**config.mk**
```make
export PLATFORM = sky130hd
export DESIGN_NAME = fdr_top
export DESIGN_NICKNAME = d
export VERILOG_FILES = /design/src/common/fdr_pkg.sv /design/src/design/fdr_pulse_gen.sv /design/src/design/fdr_sync.sv /design/src/design/fdr_top.sv
export SDC_FILE = /design/constraint.sdc
export NUM_CORES = 1
export LEC_CHECK = 0
export CORE_UTILIZATION = 40
export CTS_CLUSTER_DIAMETER = 100
export DETAILED_ROUTE_END_ITERATION = 12
export DONT_BUFFER_PORTS = 1
export GPL_TIMING_DRIVEN = 0
export PLACE_DENSITY_LB_ADDON = 0.05
export SKIP_CTS_REPAIR_TIMING = 1
export SLEW_MARGIN = 10
export SYNTH_ARGS = -nofsm -noshare
export SYNTH_HDL_FRONTEND = slang
export SYNTH_SLANG_ARGS = --single-unit
```
**constraint.sdc**
```tcl
create_clock -name clk_sys -period 5.7 [get_ports clk_sys]
set_input_delay 0.855 -clock clk_sys [delete_from_list [all_inputs] [get_ports clk_sys]]
set_output_delay 0.855 -clock clk_sys [all_outputs]
set_load 0.01 [all_outputs]
```
**src/common/fdr_pkg.sv**
```systemverilog
// Shared constants and types for the floppy host register block.
// Assumes a 40 MHz system clock and an 8-bit register port.
package fdr_pkg;
    localparam int AW = 3;
    localparam logic [2:0] ADDR_DTYPE = 3'h1;
    localparam logic [2:0] ADDR_DOC = 3'h2;
    localparam logic [2:0] ADDR_MSR = 3'h4;
    localparam logic [2:0] ADDR_DATA = 3'h5;
    localparam logic [2:0] ADDR_DIN_TRS = 3'h7;
    localparam int DOC_SEL_BIT = 0;
    localparam int DOC_FRST_BIT = 2;
    localparam int DOC_IEN_BIT = 3;
    localparam int DOC_MA_BIT = 4;
    localparam int DOC_MB_BIT = 5;
    localparam logic [7:0] DOC_MASK = 8'h3D;
    localparam logic [7:0] DOC_RST = 8'h00;
    localparam logic [1:0] TRS_RST = 2'h0;
    localparam logic [1:0] RATE_500 = 2'h0;
    localparam logic [1:0] RATE_300 = 2'h1;
    localparam logic [1:0] RATE_RSVD = 2'h3;
    localparam int DATA_HEAD_BIT = 2;
    localparam logic [3:0] OP_SENSE = 4'h4;
    localparam logic [3:0] OP_WRITE = 4'h5;
    localparam logic [3:0] OP_SEEK = 4'hF;
    localparam logic [7:0] RES_OK = 8'h00;
    localparam logic [7:0] RES_PROT = 8'h20;
    localparam logic [7:0] RES_NOMOTOR = 8'h40;
    localparam logic [7:0] RES_INVALID = 8'h80;
    localparam int SYNC_W = 7;
    localparam int CLK_MHZ = 40;
    localparam int WP_8M_NS = 150;
    localparam int WP_48M_NS = 208;
    localparam int WP_4M_NS = 250;
    localparam int WP_8M_CYC = (WP_8M_NS * CLK_MHZ + 999) / 1000;
    localparam int WP_48M_CYC = (WP_48M_NS * CLK_MHZ + 999) / 1000;
    localparam int WP_4M_CYC = (WP_4M_NS * CLK_MHZ + 999) / 1000;
    localparam int CELL_500_NS = 2000;
    localparam int CELL_300_NS = 3333;
    localparam int CELL_250_NS = 4000;
    localparam int CELL_500_CYC = CELL_500_NS * CLK_MHZ / 1000;
    localparam int CELL_300_CYC = CELL_300_NS * CLK_MHZ / 1000;
    localparam int CELL_250_CYC = CELL_250_NS * CLK_MHZ / 1000;
    localparam int STEP_ACT_US = 5;
    localparam int STEP_CYC_US = 33;
    localparam int DIR_SET_US = 1;
    localparam int STEP_ACT_CYC = STEP_ACT_US * CLK_MHZ;
    localparam int STEP_CYC_CYC = STEP_CYC_US * CLK_MHZ;
    localparam int DIR_SET_CYC = DIR_SET_US * CLK_MHZ;
    localparam int MOTOR_HD_MS = 1000;
    localparam int MOTOR_DD_MS = 750;
    localparam int MOTOR_HD_CYC = MOTOR_HD_MS * 1000 * CLK_MHZ;
    localparam int MOTOR_DD_CYC = MOTOR_DD_MS * 1000 * CLK_MHZ;
    typedef enum logic [2:0] {
        ST_CMD, ST_SETTLE, ST_DIR, ST_STEP, ST_WR_WAIT, ST_WR_BIT, ST_RESULT
    } fdr_state_t;
endpackage : fdr_pkg

```
**src/design/fdr_pulse_gen.sv**
```systemverilog
// Fixed-width pulse generator used for step and write pulses.
// Assumes width is at least one and start is a clk_sys pulse.
`timescale 1ns/1ps
`default_nettype none
module fdr_pulse_gen (
    input wire logic clk_sys,
    input wire logic rst_n,
    input wire logic start,
    input wire logic [7:0] width,
    output logic pulse,
    output logic done
);
    logic [7:0] cnt_r;
    // High for exactly width cycles; a start during a pulse is ignored
    always_ff @(posedge clk_sys or negedge rst_n) begin
        if (!rst_n) begin
            pulse <= 1'b0;
            cnt_r <= 8'h00;
        end else if (start && !pulse) begin
            pulse <= 1'b1;
            cnt_r <= width - 8'h01;
        end else if (pulse) begin
            if (cnt_r == 8'h00) begin
                pulse <= 1'b0;
            end else begin
                cnt_r <= cnt_r - 8'h01;
            end
        end
    end
    // Last high cycle, the trailing edge follows
    assign done = pulse && (cnt_r == 8'h00);
endmodule : fdr_pulse_gen
`default_nettype wire

```
**src/design/fdr_sync.sv**
```systemverilog
// Two-flop synchroniser bank for the drive-side inputs.
// Assumes inputs are asynchronous to clk_sys.
`timescale 1ns/1ps
`default_nettype none
module fdr_sync (
    input wire logic clk_sys,
    input wire logic rst_n,
    input wire logic [fdr_pkg::SYNC_W-1:0] d_in,
    output logic [fdr_pkg::SYNC_W-1:0] d_out
);
    import fdr_pkg::*;
    genvar g;
    // One two-stage chain per input bit
    generate
        for (g = 0; g < SYNC_W; g++) begin : g_bit
            logic meta_r;
            always_ff @(posedge clk_sys or negedge rst_n) begin
                if (!rst_n) begin
                    meta_r <= 1'b0;
                    d_out[g] <= 1'b0;
                end else begin
                    meta_r <= d_in[g];
                    d_out[g] <= meta_r;
                end
            end
        end
    endgenerate
endmodule : fdr_sync
`default_nettype wire

```
**src/design/fdr_top.sv**
```systemverilog
// Host register bank and drive-side port of a two-drive floppy controller.
// Assumes a single 40 MHz clock, a one-cycle strobe register port and
// drive inputs that are asynchronous to clk_sys.
`timescale 1ns/1ps
`default_nettype none
module fdr_top #(
    parameter int SETTLE_HD_CYC = fdr_pkg::MOTOR_HD_CYC,
    parameter int SETTLE_DD_CYC = fdr_pkg::MOTOR_DD_CYC
) (
    input wire logic clk_sys,
    input wire logic rstn,
    input wire logic [fdr_pkg::AW-1:0] reg_addr,
    input wire logic [7:0] reg_wdata,
    input wire logic reg_wr,
    input wire logic reg_rd,
    output logic [7:0] reg_rdata,
    output logic irq_req,
    output logic dma_req,
    output logic head_sel,
    output logic step_out,
    output logic dir_out,
    output logic wgate_out,
    output logic wdata_out,
    output logic reduced_write,
    output logic drive_a_sel,
    output logic drive_b_sel,
    output logic motor_a_on,
    output logic motor_b_on,
    input wire logic read_data_n,
    input wire logic index_n,
    input wire logic track0_n,
    input wire logic wprot_n,
    input wire logic disk_change,
    input wire logic density_a,
    input wire logic density_b
);
    import fdr_pkg::*;

    logic [1:0] rst_sync_r;
    logic rst_n;
    logic [SYNC_W-1:0] sync_v;
    logic rd_s, idx_s, trk0_s, wprot_s, dchg_s;
    logic [1:0] dens_s;
    logic rd_prev_r, idx_prev_r, rd_fall, idx_fall;
    logic rd_seen_r, idx_seen_r;
    logic [7:0] doc_r;
    logic [1:0] trs_r;
    fdr_state_t state_r;
    logic [7:0] prm_r [3];
    logic [1:0] prm_cnt_r;
    logic [7:0] res_r;
    logic [6:0] cyl_r [2];
    logic [6:0] tgt_r;
    logic [10:0] tmr_r;
    logic [7:0] wbyte_r, cell_r, wr_left_r;
    logic [2:0] bit_cnt_r;
    logic drv_r, head_r, dir_r, op_wr_r;
    logic [1:0] motor, settled;
    logic [3:0] op;
    logic [7:0] byte1;
    logic last, host_ready, dir_host, data_wr, data_rd, sense_go;
    logic step_go, step_p, step_done, wr_go, wp_p, wgate, en;
    logic seek_act, busy;
    logic [7:0] msr, wp_w, cell_p, wp_len_r;

    // Reset release through two flops
    always_ff @(posedge clk_sys or negedge rstn) begin
        if (!rstn) begin
            rst_sync_r <= 2'b00;
        end else begin
            rst_sync_r <= {rst_sync_r[0], 1'b1};
        end
    end
    assign rst_n = rst_sync_r[1];

    fdr_sync u_sync (
        .clk_sys(clk_sys),
        .rst_n(rst_n),
        .d_in({density_b, density_a, disk_change, wprot_n, track0_n, index_n, read_data_n}),
        .d_out(sync_v)
    );
    assign {dens_s, dchg_s, wprot_s, trk0_s, idx_s, rd_s} = sync_v;

    // Falling edges of read and index pulses, caught as sticky status
    assign rd_fall = rd_prev_r && !rd_s;
    assign idx_fall = idx_prev_r && !idx_s;
    always_ff @(posedge clk_sys or negedge rst_n) begin
        if (!rst_n) begin
            rd_prev_r <= 1'b0; // Synchroniser resets low, so no false fall
            idx_prev_r <= 1'b0;
            rd_seen_r <= 1'b0;
            idx_seen_r <= 1'b0;
        end else begin
            rd_prev_r <= rd_s;
            idx_prev_r <= idx_s;
            rd_seen_r <= rd_fall || (rd_seen_r && !sense_go);
            idx_seen_r <= idx_fall || (idx_seen_r && !sense_go);
        end
    end

    // Drive control and rate registers, reserved bits dropped
    always_ff @(posedge clk_sys or negedge rst_n) begin
        if (!rst_n) begin
            doc_r <= DOC_RST;
            trs_r <= TRS_RST;
        end else if (reg_wr && reg_addr == ADDR_DOC) begin
            doc_r <= reg_wdata & DOC_MASK;
        end else if (reg_wr && reg_addr == ADDR_DIN_TRS && reg_wdata[1:0] != RATE_RSVD) begin
            trs_r <= reg_wdata[1:0];
        end
    end
    assign en = doc_r[DOC_FRST_BIT];
    assign motor = {doc_r[DOC_MB_BIT], doc_r[DOC_MA_BIT]};

    // Rate-dependent write pulse width and bit cell length
    always_comb begin
        unique case (trs_r)
            RATE_500: begin
                wp_w = 8'(WP_8M_CYC);
                cell_p = 8'(CELL_500_CYC);
            end
            RATE_300: begin
                wp_w = 8'(WP_48M_CYC);
                cell_p = 8'(CELL_300_CYC);
            end
            default: begin
                wp_w = 8'(WP_4M_CYC);
                cell_p = 8'(CELL_250_CYC);
            end
        endcase
    end

    // Motor settle timer per drive
    genvar g;
    generate
        for (g = 0; g < 2; g++) begin : g_mot
            logic [25:0] cnt_r;
            logic done_r;
            logic [25:0] lim;
            assign lim = dens_s[g] ? 26'(SETTLE_HD_CYC - 1) : 26'(SETTLE_DD_CYC - 1);
            always_ff @(posedge clk_sys or negedge rst_n) begin
                if (!rst_n) begin
                    cnt_r <= 26'h0000000;
                    done_r <= 1'b0;
                end else if (!motor[g]) begin
                    cnt_r <= 26'h0000000;
                    done_r <= 1'b0;
                end else if (!done_r) begin
                    done_r <= (cnt_r >= lim);
                    cnt_r <= cnt_r + 26'h0000001;
                end
            end
            assign settled[g] = done_r;
        end
    endgenerate

    // Command decode of the byte being written
    assign op = (prm_cnt_r == 2'h0) ? reg_wdata[3:0] : prm_r[0][3:0];
    assign byte1 = (prm_cnt_r == 2'h1) ? reg_wdata : prm_r[1];
    always_comb begin
        case (op)
            OP_SEEK, OP_WRITE: last = (prm_cnt_r == 2'h2);
            OP_SENSE: last = (prm_cnt_r == 2'h1);
            default: last = 1'b1;
        endcase
    end

    // Host handshake and status flags
    assign host_ready = (state_r == ST_CMD) || (state_r == ST_WR_WAIT) || (state_r == ST_RESULT);
    assign dir_host = (state_r == ST_RESULT);
    assign data_wr = reg_wr && reg_addr == ADDR_DATA && host_ready && !dir_host;
    assign data_rd = reg_rd && reg_addr == ADDR_DATA && dir_host;
    assign sense_go = en && data_wr && state_r == ST_CMD && last && op == OP_SENSE;
    assign busy = op_wr_r && (state_r == ST_SETTLE || state_r == ST_WR_WAIT || state_r == ST_WR_BIT);
    assign seek_act = !op_wr_r && (state_r == ST_SETTLE || state_r == ST_DIR || state_r == ST_STEP);
    assign msr = {host_ready, dir_host, !doc_r[DOC_IEN_BIT], busy, 2'b00,
                  seek_act && drv_r, seek_act && !drv_r};
    assign irq_req = doc_r[DOC_IEN_BIT] && dir_host;
    assign dma_req = doc_r[DOC_IEN_BIT] && state_r == ST_WR_WAIT;
    assign wgate = (state_r == ST_WR_WAIT) || (state_r == ST_WR_BIT);
    assign step_go = (state_r == ST_DIR) && (tmr_r == 11'(DIR_SET_CYC - 1));
    assign wr_go = (state_r == ST_WR_BIT) && (cell_r == 8'h00) && wbyte_r[7];

    // Command engine: intake, seek, write serialiser, result
    always_ff @(posedge clk_sys or negedge rst_n) begin
        if (!rst_n) begin
            state_r <= ST_CMD;
            prm_cnt_r <= 2'h0;
            prm_r <= '{default: 8'h00};
            res_r <= RES_OK;
            cyl_r <= '{default: 7'h00};
            tgt_r <= 7'h00;
            tmr_r <= 11'h000;
            wbyte_r <= 8'h00;
            cell_r <= 8'h00;
            wr_left_r <= 8'h00;
            bit_cnt_r <= 3'h0;
            drv_r <= 1'b0;
            head_r <= 1'b0;
            dir_r <= 1'b0;
            op_wr_r <= 1'b0;
        end else if (!en) begin
            state_r <= ST_CMD;
            prm_cnt_r <= 2'h0;
            op_wr_r <= 1'b0;
        end else begin
            unique case (state_r)
                ST_CMD: if (data_wr) begin
                    prm_r[prm_cnt_r] <= reg_wdata;
                    prm_cnt_r <= last ? 2'h0 : prm_cnt_r + 2'h1;
                    if (last) begin
                        drv_r <= doc_r[DOC_SEL_BIT];
                        head_r <= byte1[DATA_HEAD_BIT];
                        op_wr_r <= (op == OP_WRITE);
                        tgt_r <= reg_wdata[6:0];
                        wr_left_r <= reg_wdata;
                        if (op == OP_SEEK || op == OP_WRITE) begin
                            state_r <= ST_SETTLE;
                        end else begin
                            state_r <= ST_RESULT;
                        end
                        if (op == OP_SENSE) begin
                            res_r <= {!wprot_s, !trk0_s, idx_seen_r || idx_fall,
                                      rd_seen_r || rd_fall, settled[doc_r[DOC_SEL_BIT]],
                                      byte1[DATA_HEAD_BIT], 1'b0, doc_r[DOC_SEL_BIT]};
                        end else begin
                            res_r <= RES_INVALID;
                        end
                    end
                end
                ST_SETTLE: begin
                    tmr_r <= 11'h000;
                    if (!motor[drv_r]) begin
                        res_r <= RES_NOMOTOR;
                        state_r <= ST_RESULT;
                    end else if (!settled[drv_r]) begin
                        state_r <= ST_SETTLE;
                    end else if (op_wr_r) begin
                        res_r <= wprot_s ? RES_OK : RES_PROT;
                        state_r <= (!wprot_s || wr_left_r == 8'h00) ? ST_RESULT : ST_WR_WAIT;
                    end else if (cyl_r[drv_r] == tgt_r) begin
                        res_r <= RES_OK;
                        state_r <= ST_RESULT;
                    end else begin
                        dir_r <= (tgt_r < cyl_r[drv_r]);
                        state_r <= ST_DIR;
                    end
                end
                ST_DIR: begin
                    tmr_r <= step_go ? 11'h000 : tmr_r + 11'h001;
                    if (step_go) begin
                        state_r <= ST_STEP;
                    end
                end
                ST_STEP: begin
                    tmr_r <= tmr_r + 11'h001;
                    if (step_done) begin
                        if (dir_r && !trk0_s) begin
                            cyl_r[drv_r] <= 7'h00;
                        end else if (dir_r) begin
                            cyl_r[drv_r] <= cyl_r[drv_r] - 7'h01;
                        end else begin
                            cyl_r[drv_r] <= cyl_r[drv_r] + 7'h01;
                        end
                    end
                    if (tmr_r == 11'(STEP_CYC_CYC - 1)) begin
                        tmr_r <= 11'h000;
                        if (cyl_r[drv_r] == tgt_r || (dir_r && !trk0_s)) begin
                            res_r <= RES_OK;
                            state_r <= ST_RESULT;
                        end else begin
                            state_r <= ST_DIR;
                        end
                    end
                end
                ST_WR_WAIT: if (data_wr) begin
                    wbyte_r <= reg_wdata;
                    bit_cnt_r <= 3'h0;
                    cell_r <= 8'h00;
                    state_r <= ST_WR_BIT;
                end
                ST_WR_BIT: begin
                    cell_r <= cell_r + 8'h01;
                    if (cell_r == cell_p - 8'h01) begin
                        cell_r <= 8'h00;
                        wbyte_r <= {wbyte_r[6:0], 1'b0};
                        bit_cnt_r <= bit_cnt_r + 3'h1;
                        if (bit_cnt_r == 3'h7) begin
                            wr_left_r <= wr_left_r - 8'h01;
                            state_r <= (wr_left_r == 8'h01) ? ST_RESULT : ST_WR_WAIT;
                        end
                    end
                end
                ST_RESULT: if (data_rd) begin
                    state_r <= ST_CMD;
                end
            endcase
        end
    end

    fdr_pulse_gen u_step (
        .clk_sys(clk_sys),
        .rst_n(rst_n),
        .start(step_go),
        .width(8'(STEP_ACT_CYC)),
        .pulse(step_p),
        .done(step_done)
    );

    fdr_pulse_gen u_wpulse (
        .clk_sys(clk_sys),
        .rst_n(rst_n),
        .start(wr_go),
        .width(wp_w),
        .pulse(wp_p),
        .done()
    );

    // Registered drive outputs, all but the motor enables gated off while no drive is enabled
    always_ff @(posedge clk_sys or negedge rst_n) begin
        if (!rst_n) begin
            drive_a_sel <= 1'b0;
            drive_b_sel <= 1'b0;
            motor_a_on <= 1'b0;
            motor_b_on <= 1'b0;
            head_sel <= 1'b0;
            step_out <= 1'b0;
            dir_out <= 1'b0;
            wgate_out <= 1'b0;
            wdata_out <= 1'b0;
            reduced_write <= 1'b0;
        end else begin
            drive_a_sel <= en && !doc_r[DOC_SEL_BIT];
            drive_b_sel <= en && doc_r[DOC_SEL_BIT];
            motor_a_on <= motor[0];
            motor_b_on <= motor[1];
            head_sel <= en && head_r;
            step_out <= en && step_p;
            dir_out <= en && dir_r;
            wgate_out <= en && wgate;
            wdata_out <= en && wgate && wp_p;
            reduced_write <= en && !dens_s[doc_r[DOC_SEL_BIT]];
        end
    end

    // Read data stands one cycle after the strobe, zero otherwise
    always_ff @(posedge clk_sys or negedge rst_n) begin
        if (!rst_n) begin
            reg_rdata <= 8'h00;
        end else if (!reg_rd) begin
            reg_rdata <= 8'h00;
        end else begin
            unique case (reg_addr)
                ADDR_DTYPE: reg_rdata <= {6'h00, dens_s};
                ADDR_MSR: reg_rdata <= msr;
                ADDR_DATA: reg_rdata <= dir_host ? res_r : 8'h00;
                ADDR_DIN_TRS: reg_rdata <= {dchg_s, 7'h00};
                default: reg_rdata <= 8'h00;
            endcase
        end
    end

    // Helper: length of the current write pulse
    always_ff @(posedge clk_sys or negedge rst_n) begin
        if (!rst_n) begin
            wp_len_r <= 8'h00;
        end else begin
            wp_len_r <= wdata_out ? wp_len_r + 8'h01 : 8'h00;
        end
    end

    property p_wp_width;
        @(posedge clk_sys) disable iff (!rst_n) $fell(wdata_out) |-> wp_len_r == wp_w;
    endproperty
    a_wp_width: assert property (p_wp_width) else $error("write pulse width wrong");

    property p_step_settled;
        @(posedge clk_sys) disable iff (!rst_n) $rose(step_out) |-> settled[drv_r];
    endproperty
    a_step_settled: assert property (p_step_settled) else $error("step before settle");

    property p_desel;
        @(posedge clk_sys) disable iff (!rst_n)
            !drive_a_sel && !drive_b_sel |-> !step_out && !wgate_out && !head_sel && !dir_out;
    endproperty
    a_desel: assert property (p_desel) else $error("output active while deselected");

    property p_rwc;
        @(posedge clk_sys) disable iff (!rst_n) drive_b_sel |-> reduced_write == !$past(dens_s[1]);
    endproperty
    a_rwc: assert property (p_rwc) else $error("reduced write level wrong");

    property p_doc_wo;
        @(posedge clk_sys) disable iff (!rst_n) reg_rd && reg_addr == ADDR_DOC |=> reg_rdata == 8'h00;
    endproperty
    a_doc_wo: assert property (p_doc_wo) else $error("control register readable");

    property p_motor;
        @(posedge clk_sys) disable iff (!rst_n)
            reg_wr && reg_addr == ADDR_DOC |-> ##2 motor_b_on == $past(reg_wdata[5], 2);
    endproperty
    a_motor: assert property (p_motor) else $error("motor B not following bit");

    property p_func_rst;
        @(posedge clk_sys) disable iff (!rst_n)
            reg_wr && reg_addr == ADDR_DOC && !reg_wdata[2] |-> ##2 !drive_a_sel && !drive_b_sel;
    endproperty
    a_func_rst: assert property (p_func_rst) else $error("select active in reset");

    property p_dsel;
        @(posedge clk_sys) disable iff (!rst_n)
            reg_wr && reg_addr == ADDR_DOC && reg_wdata[2] |-> ##2 drive_b_sel == $past(reg_wdata[0], 2);
    endproperty
    a_dsel: assert property (p_dsel) else $error("drive select wrong");

    property p_dtype;
        @(posedge clk_sys) disable iff (!rst_n)
            reg_rd && reg_addr == ADDR_DTYPE |=> reg_rdata == {6'h00, $past(dens_s)};
    endproperty
    a_dtype: assert property (p_dtype) else $error("drive type read wrong");
endmodule : fdr_top
`default_nettype wire

```
==> results of run 1 <==
layout by cell type, fill, tap and decap left out, types with 33 or more instances in the layout:
cell,synthesis,routed
a21oi_1,42,42
and2_1,49,49
clkbuf_1,31,33
dfrtp_1,197,196
ha_1,52,52
inv_1,39,39
nand2_1,114,114
nand3_1,39,39
nor2_1,68,68
o21ai_0,58,58
xnor2_1,39,39
stage by stage:
stage	power, mW	hold WS [ps]	utilization (%)	std cells	setup slack (ps)
3_3_place_gp	2.41	332	42.8	1392	987
3_5_place_dp	2.42	299	43.2	1395	2280
4_1_cts	3.68	86.5	45.5	1427	2470
2_1_floorplan	2.21	331	-	1062	2450
6_report	3.63	107	45.5	1427	2490
5_1_grt	3.84	78.5	45.5	1427	2190
logic make-up after synthesis:
family,after synthesis,share of synthesized area (%)
adders and majority gates,52,6.20
DFF,197,47.0
AOI/OAI and AO/OA,181,10.9
buffers and inverters,77,2.88
other,1,0.0357
muxes,51,5.53
and+or+nand+nor,433,21.5
xor gates and xnor gates,70,5.97
flip-flops by register name (all words and copies together), names as in the netlist, 2 cells and up:
| name | count |
|---|---|
| wr_left_r | 8 |
| reg_rdata | 8 |
| prm_cnt_r | 2 |
| g_mot.done_r | 2 |
| rst_sync_r | 2 |
| trs_r | 2 |
| bit_cnt_r | 3 |
| u_wpulse.cnt_r | 8 |
| tgt_r | 7 |
| tmr_r | 11 |
| wbyte_r | 8 |
| prm_r | 5 |
| u_step.cnt_r | 8 |
| res_r | 7 |
| cell_r | 8 |
| cyl_r | 14 |
| state_r | 3 |
| u_sync.g_bit.meta_r | 7 |
| u_sync.d_out | 7 |
| g_mot.cnt_r | 52 |
| doc_r | 5 |
power by group through the flow:
| stage | sequential (mW) | combinational, mW | clock, mW |
|---|---|---|---|
| 2_1_floorplan | 1.69 | 0.522 | 0 |
| 3_3_place_gp | 1.74 | 0.666 | 0 |
| 3_5_place_dp | 1.72 | 0.701 | 0 |
| 4_1_cts | 1.69 | 0.705 | 1.28 |
| 5_1_grt | 1.72 | 0.796 | 1.33 |
| 6_report | 1.69 | 0.699 | 1.24 |
metal layers:
metal / global-route usage [%] / vias to the layer above
li1: - / 3785
met1: 28.9 / 3684
met2: 28.0 / 118
met3: 3.56 / 14
met4: 3.96 / 0
met5: 0 / -
layout make-up:
| class | instances | area, sq um |
|---|---|---|
| plain buffers | 38 | 156 |
| clock buffers | 22 | 474 |
| clock inverters | 10 | 120 |
| fillers | 2439 | 13900 |
| inverters | 39 | 146 |
| multi-input cells | 788 | 5270 |
| flip-flops and latches | 197 | 4930 |
| well taps | 330 | 413 |
| repair buffers | 3 | 82.6 |
worst max-delay path, cell delays in order, from the launching register on:
cell and delay (ps):
dfrtp_1 400, or2_2 350, ha_1 190, xnor3_1 390, nand3_1 90, o31a_1 350
a211oi_1 730, clkbuf_1 440, o21ai_0 140
worst max-delay path by stage:
stage                    to  slack [ps]  cells after the start
2_1_floorplan  bit_cnt_r[0]        2450                      0
3_3_place_gp      wdata_out         990                      0
3_5_place_dp   wr_left_r[0]        2280                      7
4_1_cts        wr_left_r[0]        2470                      8
5_1_grt        wr_left_r[1]        2190                      9
6_report       wr_left_r[0]        2490                      8
==> summary.md, run 1 <==
| Metric | Value |
|---|---|
| Layout cell share with drive strength beyond 1 | `8.11%` |
| Met2 Wirelength | `10.2 mm` |
| Die Ht | `~160 um` |
| RSZ-0062 raised after global routing | `no` |
| Initial DRC Count | `549` |
| VDD IR max | `0.000181 V` |
| Area Overhead vs Synth | `10.4%` |
| Placed Area | `0.0110 sq mm` |
| Setup crit end kind | `flip-flop` |
| CP Max Fanout | `10` |
| CP Launch Type | `flip-flop` |
| # nets final | `between 1000 and 1500` |
| Fin area | `0.0116 sq mm` |
| Post-Syn Area per Cell | `9.89 sq um` |
| Commonest cells in the synthesized netlist | `dfrtp_1 (197), nand2_1 (114), nor2_1 (68), o21ai_0 (58), ha_1 (52)` |
| Pre-antenna DRT Iters | `7` |
| Core Area | `0.0255 sq mm` |
| Async S/R FF share, synth | `100%` |
| TritonCTS clock tree | `built` |
| Yosys top cell area share | `approximately 47%` |
| Met3 Routed Length | `between 800 and 900 um` |
| # Max-Cap Violations | `0` |
| Count leader, synth | `dfrtp_1` |
| Slack of the worst reg-to-reg path | `around 2500 ps` |
| Cells after synthesis | `1062` |
| DRC | `0` |
| Die X | `164 um` |
| Clock transition at path regs | `80 ps` |
| Post-DR wirelength/cell | `16.8 um` |
| Leak | `5.14 nW` |
| Reg-to-Reg Start | `trs_r[0]` |
| Synthesized cell area | `between 0.01 and 0.015 sq mm` |
| Setup-failing EPs final | `0` |
| Root Buffer | `clkbuf_16` |
| Slew Limit Fails | `0` |
| HPWL Detailed | `~17 mm` |
| Min-Delay Path Class | `in2async` |
| Worst-case clock buffer depth | `2` |
| # rows | `58` |
| Flop pwr share | `between 40% and 50%` |
| Distinct cell type count after synthesis | `76` |
| Die ar. | `approximately 0.027 sq mm` |
| Sink Count | `197` |
| Clock Skew | `12.0 ps` |
| Flops & latches, synth | `197` |
| Final worst path period share | `56.3%` |
| Internal power | `approximately 2.5 mW` |
| Initial core utilization | `roughly 41%` |
| Worst rel slew slack | `23.4%` |
| Outcome | `completed` |
| Sequential-to-total area share from yosys stat | `47.0%` |
| Placer's final routability congestion estimate | `0.765` |
| Largest net degree at the start of global routing | `63` |
| Total number of vias | `7601` |
| Vias in the first global route | `7320` |
| Num CTS Buffers | `17` |
| Antenna viol nets, final | `0` |
| Synth top area cells | `dfrtp_1 (47%), ha_1 (6.2%), nand2_1 (4.1%)` |
| Fmax | `311 MHz` |
| Syn Nets | `around 1100` |
| Routed vias/inst | `5.33` |
| Top layer in use | `met4` |
| Post-synth EDFFs | `0` |
| Ys Warns | `0` |
| Psw | `1.10 mW` |
| Setup TNS | `0 ps` |
| Synth area leader | `dfrtp_1` |
| GRT overflow | `0` |
| Pwr/cell area | `313 mW/mm^2` |
| Worst EP arrival | `3510 ps` |
| Sw Ratio | `a little under a third` |
| First-pass GRT wire length | `39.9 mm` |
| Initial antenna violation count | `0` |
| Met1 WL | `approximately 13 mm` |
| Min Tclk post-route | `~3200 ps` |
| H-tree Lvls | `4` |
| Tot GR Track Use | `a little under a fifth` |
| R2R depth | `8` |
| Comb pwr share | `between 10% and 20%` |
| Worst Path Required | `6000 ps` |
| IO buf count | `0` |
| Final hold violations | `0` |
| Post-synth top flop | `dfrtp_1` |
| Clk_lat worst skew | `430 ps` |
| Clk pwr share | `around a third` |
| Final wirelength | `24.0 mm` |
| Critical Path Source | `trs_r[0]` |
| Crit Path Category | `reg2reg` |
| Worst slew pin tran | `~1100 ps` |
| RR Endpoint | `wr_left_r[0]` |
| Top Ports | `42` |
| Diode count | `0` |
Power figures use the tool's default switching activity.
==> run 2: changes to the inputs <==
==> constraint.sdc (replaced) <==
create_clock -name clk_sys -period 2.8 [get_ports clk_sys]
set_input_delay 0.42 -clock clk_sys [delete_from_list [all_inputs] [get_ports clk_sys]]
set_output_delay 0.42 -clock clk_sys [all_outputs]
set_load 0.01 [all_outputs]
==> summary.md, run 2 (same netlist as run 1, synthesis figures left out) <==
| Metric | Value |
|---|---|
| Routed vias/inst | `5.30` |
| VDD IR max | `0.000386 V` |
| DRC | `0` |
| Biggest register | `g_mot.cnt_r` |
| Worst-case clock buffer depth | `2` |
| Internal power | `5.15 mW` |
| Diode count | `0` |
| Sw Ratio | `30.5%` |
| Setup crit end kind | `flip-flop` |
| HPWL Detailed | `17.4 mm` |
| Outcome | `completed` |
| Largest net degree at the start of global routing | `between 60 and 70` |
| Total number of vias | `7622` |
| Final hold violations | `0` |
| Clk_lat worst skew | `440 ps` |
| Core Area | `0.0255 sq mm` |
| Initial antenna violation count | `0` |
| Clk pwr share | `33.8%` |
| # rows | `58` |
| Max stage delay on crit path | `600 ps` |
| Die X | `164 um` |
| GRT overflow | `0` |
| Max reg flops | `52` |
| Placer's final routability congestion estimate | `0.807` |
| Area Overhead vs Synth | `12.2%` |
| Initial core utilization | `between 40% and 50%` |
| WHS | `108 ps` |
| Worst rel slew slack | `31.1%` |
| Cell Chain, Critical Path | `inv_1 > ha_1 > or4b_1 > o22ai_4 > o2bb2ai_2 > nand2_2 > and3_1 > buf_6 > mux2_4` |
| Critical Path Slowest Stage Cell | `or4b_1` |
| # nets final | `~1200` |
| CP Max Fanout | `7` |
| Sink Count | `197` |
| Tot GR Track Use | `19.2%` |
| Vias in the first global route | `7501` |
| Non-filler cells, final | `1438` |
| Slew Limit Fails | `0` |
| RSZ-0062 raised after global routing | `no` |
| H-tree Lvls | `4` |
| Worst EP arrival | `3010 ps` |
| TritonCTS clock tree | `built` |
| Final worst path period share | `96.4%` |
| CP Launch Type | `flip-flop` |
| Psw | `2.26 mW` |
| Initial DRC Count | `444` |
| Clock transition at path regs | `70 ps` |
| Commonest cells after routing, fill and taps aside | `dfrtp_1 (195), nand2_1 (113), nor2_1 (68), o21ai_0 (57), ha_1 (52)` |
| Num CTS Buffers | `17` |
| Worst slew pin tran | `1030 ps` |
| Fmax | `370 MHz` |
| IO buf count | `0` |
| Top Ports | `42` |
| Layout cell share with drive strength beyond 1 | `approximately a tenth` |
| Crit Path Category | `reg2reg` |
| Pwr/cell area | `between 600 and 700 mW/mm^2` |
| Die Ht | `around 160 um` |
| Overall Power | `7.41 mW` |
| Min Tclk post-route | `2700 ps` |
| Post-DR wirelength/cell | `16.7 um` |
| Comb pwr share | `between 15 and 20%` |
| Pre-antenna DRT Iters | `4` |
| Clock Skew | `21.9 ps` |
| Final wirelength | `24.0 mm` |
| Worst Path Required | `3110 ps` |
| Leak | `5.19 nW` |
| Root Buffer | `clkbuf_16` |
| Dpl cells | `between 1000 and 1500` |
| # Max-Cap Violations | `0` |
| Regs by FF count | `g_mot.cnt_r: 52 flops, cyl_r: 14 flops, tmr_r: 11 flops` |
| Setup-failing EPs final | `0` |
| Min-Delay Path Class | `in2reg` |
| First-pass GRT wire length | `40.2 mm` |
| Most common cell after layout, fill and taps aside | `dfrtp_1` |
| Antenna viol nets, final | `0` |
| Flop pwr share | `46.8%` |
| Die ar. | `~0.027 sq mm` |
## run 2: changes by cell type in the layout (fill, tap and decap cells not counted), sizes merged
cell / before / now
clkbuf: 53 / 48
buf: 10 / 15
dlygate4sd3: 0 / 8
clkinvlp: 2 / 5
## run 2: power by group through the flow
stage | sequential [mW] | combinational (mW) | clock, mW
after CTS | 3.45 | 1.42 | 2.59
final | 3.47 | 1.44 | 2.50
after detailed placement | 3.50 | 1.42 | 0
after floorplan | 3.45 | 1.06 | 0
after global routing | 3.52 | 1.63 | 2.69
after global placement | 3.54 | 1.35 | 0
## run 2: metrics by stage
step | worst slack [ps] | TNS (ps) | area (sq um) | utilization [%]
2_1_floorplan | 154 | 0 | 10500 | -
3_3_place_gp | -493 | -18930 | 10900 | 42.9
3_5_place_dp | -511 | -8450 | 11000 | 43.2
4_1_cts | -537 | -8780 | 11600 | 45.5
5_1_grt | 4.77 | 0 | 11800 | 46.2
6_report | 101 | 0 | 11800 | 46.2
## run 2: worst paths after layout
| check | startpoint | to | slack [ps] | depth (start not counted) |
|---|---|---|---|---|
| hold / removal | reg_rd | reg_rdata[7] | 110 | 2 |
| min in group asynchronous | rstn | rst_sync_r[1] | 200 | 1 |
| hold reg to reg | rst_sync_r[1] | u_sync.g_bit[6].meta_r | 320 | 0 |
| setup / recovery | prm_cnt_r[0] | res_r[0] | 100 | 9 |
| setup reg to reg | prm_cnt_r[0] | res_r[0] | 100 | 9 |
| max in group asynchronous | rst_sync_r[1] | tmr_r[10] | 1480 | 2 |
## run 2: area by class of cell
class | instances | area (sq um)
clock inverter | 13 | 150
sequential | 197 | 4930
multi-input combinational | 788 | 5340
tap | 330 | 413
clock buffer | 19 | 443
timing repair buffer | 15 | 193
buffer | 37 | 161
inverter | 39 | 146
fill | 2414 | 13700
## run 2: critical path, delay by kind of cell (launching register included)
family / cells / cell delay, ps
and+or+nand+nor: 3 / 930
adders and majority gates: 1 / 270
muxes: 1 / 290
AOI/OAI and AO/OA: 2 / 460
buffers and inverters: 2 / 220
DFF: 1 / 400
## run 2: layer usage
layer	up-vias	part of all wire (%)	GRT usage, %
met1	3703	52	28.4
met4	0	0.89	4.38
li1	3804	-	-
met2	99	44	28.8
met5	-	0	0
met3	16	3.2	3.69
==> run 3: changes to the inputs <==
==> constraint.sdc (replaced) <==
create_clock -name clk_sys -period 2.8 [get_ports clk_sys]
set_input_delay 0.14 -clock clk_sys [delete_from_list [all_inputs] [get_ports clk_sys]]
set_output_delay 0.14 -clock clk_sys [all_outputs]
set_load 0.01 [all_outputs]
==> summary.md, run 3 (same netlist as run 1, synthesis figures left out) <==
| Metric | Value |
|---|---|
| Worst Path Required | `3130 ps` |
| Die Ht | `164 um` |
| Clock transition at path regs | `~70 ps` |
| Setup-failing EPs final | `0` |
| HPWL Detailed | `17.4 mm` |
| Biggest register | `g_mot.cnt_r` |
| Sink Count | `197` |
| Diode count | `0` |
| TritonCTS clock tree | `built` |
| Worst EP arrival | `around 3000 ps` |
| Fmax | `372 MHz` |
| Min Tclk post-route | `2690 ps` |
| Initial DRC Count | `475` |
| VDD IR max | `about 0.00038 V` |
| Failing checks | `negative hold slack` |
| Num CTS Buffers | `17` |
| Max reg flops | `52` |
| Tot GR Track Use | `19.2%` |
| Vias in the first global route | `7501` |
| H-tree Lvls | `4` |
| Top Ports | `42` |
| Pre-antenna DRT Iters | `5` |
| # nets final | `1178` |
| Total number of vias | `7690` |
| Critical Path Source | `trs_r[0]` |
| Most common cell after layout, fill and taps aside | `dfrtp_1` |
| Pwr/cell area | `around 630 mW/mm^2` |
| Regs by FF count | `g_mot.cnt_r: 52 flops, cyl_r: 14 flops, tmr_r: 11 flops` |
| Initial antenna violation count | `0` |
| Fin util | `approximately 47%` |
| Largest net degree at the start of global routing | `62` |
| Slew Limit Fails | `0` |
| DRC | `0` |
| Post-DR wirelength/cell | `roughly 17 um` |
| Setup crit end kind | `flip-flop` |
| IO buf count | `0` |
| CP Max Fanout | `5` |
| Layout cell share with drive strength beyond 1 | `9.67%` |
| Clk_lat worst skew | `around 440 ps` |
| Crit Path Category | `reg2reg` |
| Filler cells | `2411` |
| Die X | `164 um` |
| Antenna viol nets, final | `0` |
| Worst rel slew slack | `between 30% and 40%` |
| Outcome | `complete, but fails checks` |
| CP Launch Type | `flip-flop` |
| # Max-Cap Violations | `0` |
| R2R depth | `9` |
| RSZ-0062 raised after global routing | `no` |
| Placer's final routability congestion estimate | `0.807` |
| Reg-to-Reg Start | `trs_r[0]` |
| Final hold violations | `1` |
| Area Overhead vs Synth | `13.0%` |
| Root Buffer | `clkbuf_16` |
| Routed vias/inst | `5.31` |
| Die ar. | `approximately 0.027 sq mm` |
| Worst-case clock buffer depth | `2` |
| Leak | `5.23 nW` |
| First-pass GRT wire length | `40.2 mm` |
| Core Area | `0.0255 sq mm` |
| # rows | `58` |
| Min-Delay Path Class | `in2reg` |
| Initial core utilization | `41.2%` |
| WHS | `-42.8 ps` |
| Worst slew pin tran | `1030 ps` |
| CP Capture Point | `wr_left_r[7]` |
| Slack of the worst reg-to-reg path | `110 ps` |
| Final worst path period share | `96.1%` |
| Final wirelength | `24.2 mm` |
| Commonest cells after routing, fill and taps aside | `dfrtp_1 (195), nand2_1 (113), nor2_1 (68), o21ai_0 (57), ha_1 (52)` |
| Clock Skew | `approximately 16 ps` |
| RR Endpoint | `wr_left_r[7]` |
| GRT overflow | `0` |
## run 3: cell count changes in the layout (fill, tap and decap cells not counted), sizes merged
cell / before / now
dlygate4sd3: 8 / 17
## run 3: worst max-delay path, stage by stage, from the launching register on
cell and delay, ps:
dfrtp_1 420, or2_2 350, ha_1 190, xnor3_1 370, nand3_1 80, o31a_1 370
a211oi_4 340, buf_4 200, nand2_1 50, a22o_1 220
## run 3: final cells by class
type,count,area (sq um),share of cell area (%)
multi-input cells,788,5340,45.0
inverters,39,146,1.23
flip-flops and latches,197,4930,41.6
well taps,330,413,3.48
repair buffers,24,283,2.38
plain buffers,37,161,1.36
clock buffers,19,443,3.73
clock inverters,13,150,1.27
## run 3: where the power goes
part           internal (mW)  switching [mW]
clock network           1.36            1.14
logic                  0.633           0.823
registers               3.17           0.305
total                   5.16            2.27
## run 3: worst min-delay path by stage
stage,from,end,depth (start not counted)
5_1_grt,reg_wdata[5],wr_left_r[5],3
4_1_cts,rstn,rst_sync_r[1],0
2_1_floorplan,rstn,rst_sync_r[0],0
3_5_place_dp,rstn,rst_sync_r[0],0
6_report,reg_wdata[5],wr_left_r[5],3
3_3_place_gp,rstn,rst_sync_r[0],0
## run 3: routing by layer
| layer | vias to the layer above | GRT usage (%) | share of wire (%) |
|---|---|---|---|
| li1 | 3828 | - | - |
| met1 | 3743 | 28.4 | 52 |
| met2 | 100 | 28.8 | 43 |
| met3 | 19 | 3.69 | 3.4 |
| met4 | 0 | 4.38 | 0.99 |
| met5 | - | 0 | 0 |
## run 3: stage by stage
step           cells  cell area, sq um  TNS, ps  setup WS [ps]  total power, mW
6_report        1447             11900        0            110             7.43
5_1_grt         1447             11900        0           4.77             7.86
4_1_cts         1427             11600    -8780           -537             7.46
3_5_place_dp    1395             11000    -8450           -511             4.92
3_3_place_gp    1392             10900   -18930           -493             4.90
2_1_floorplan   1062             10500        0            154             4.51
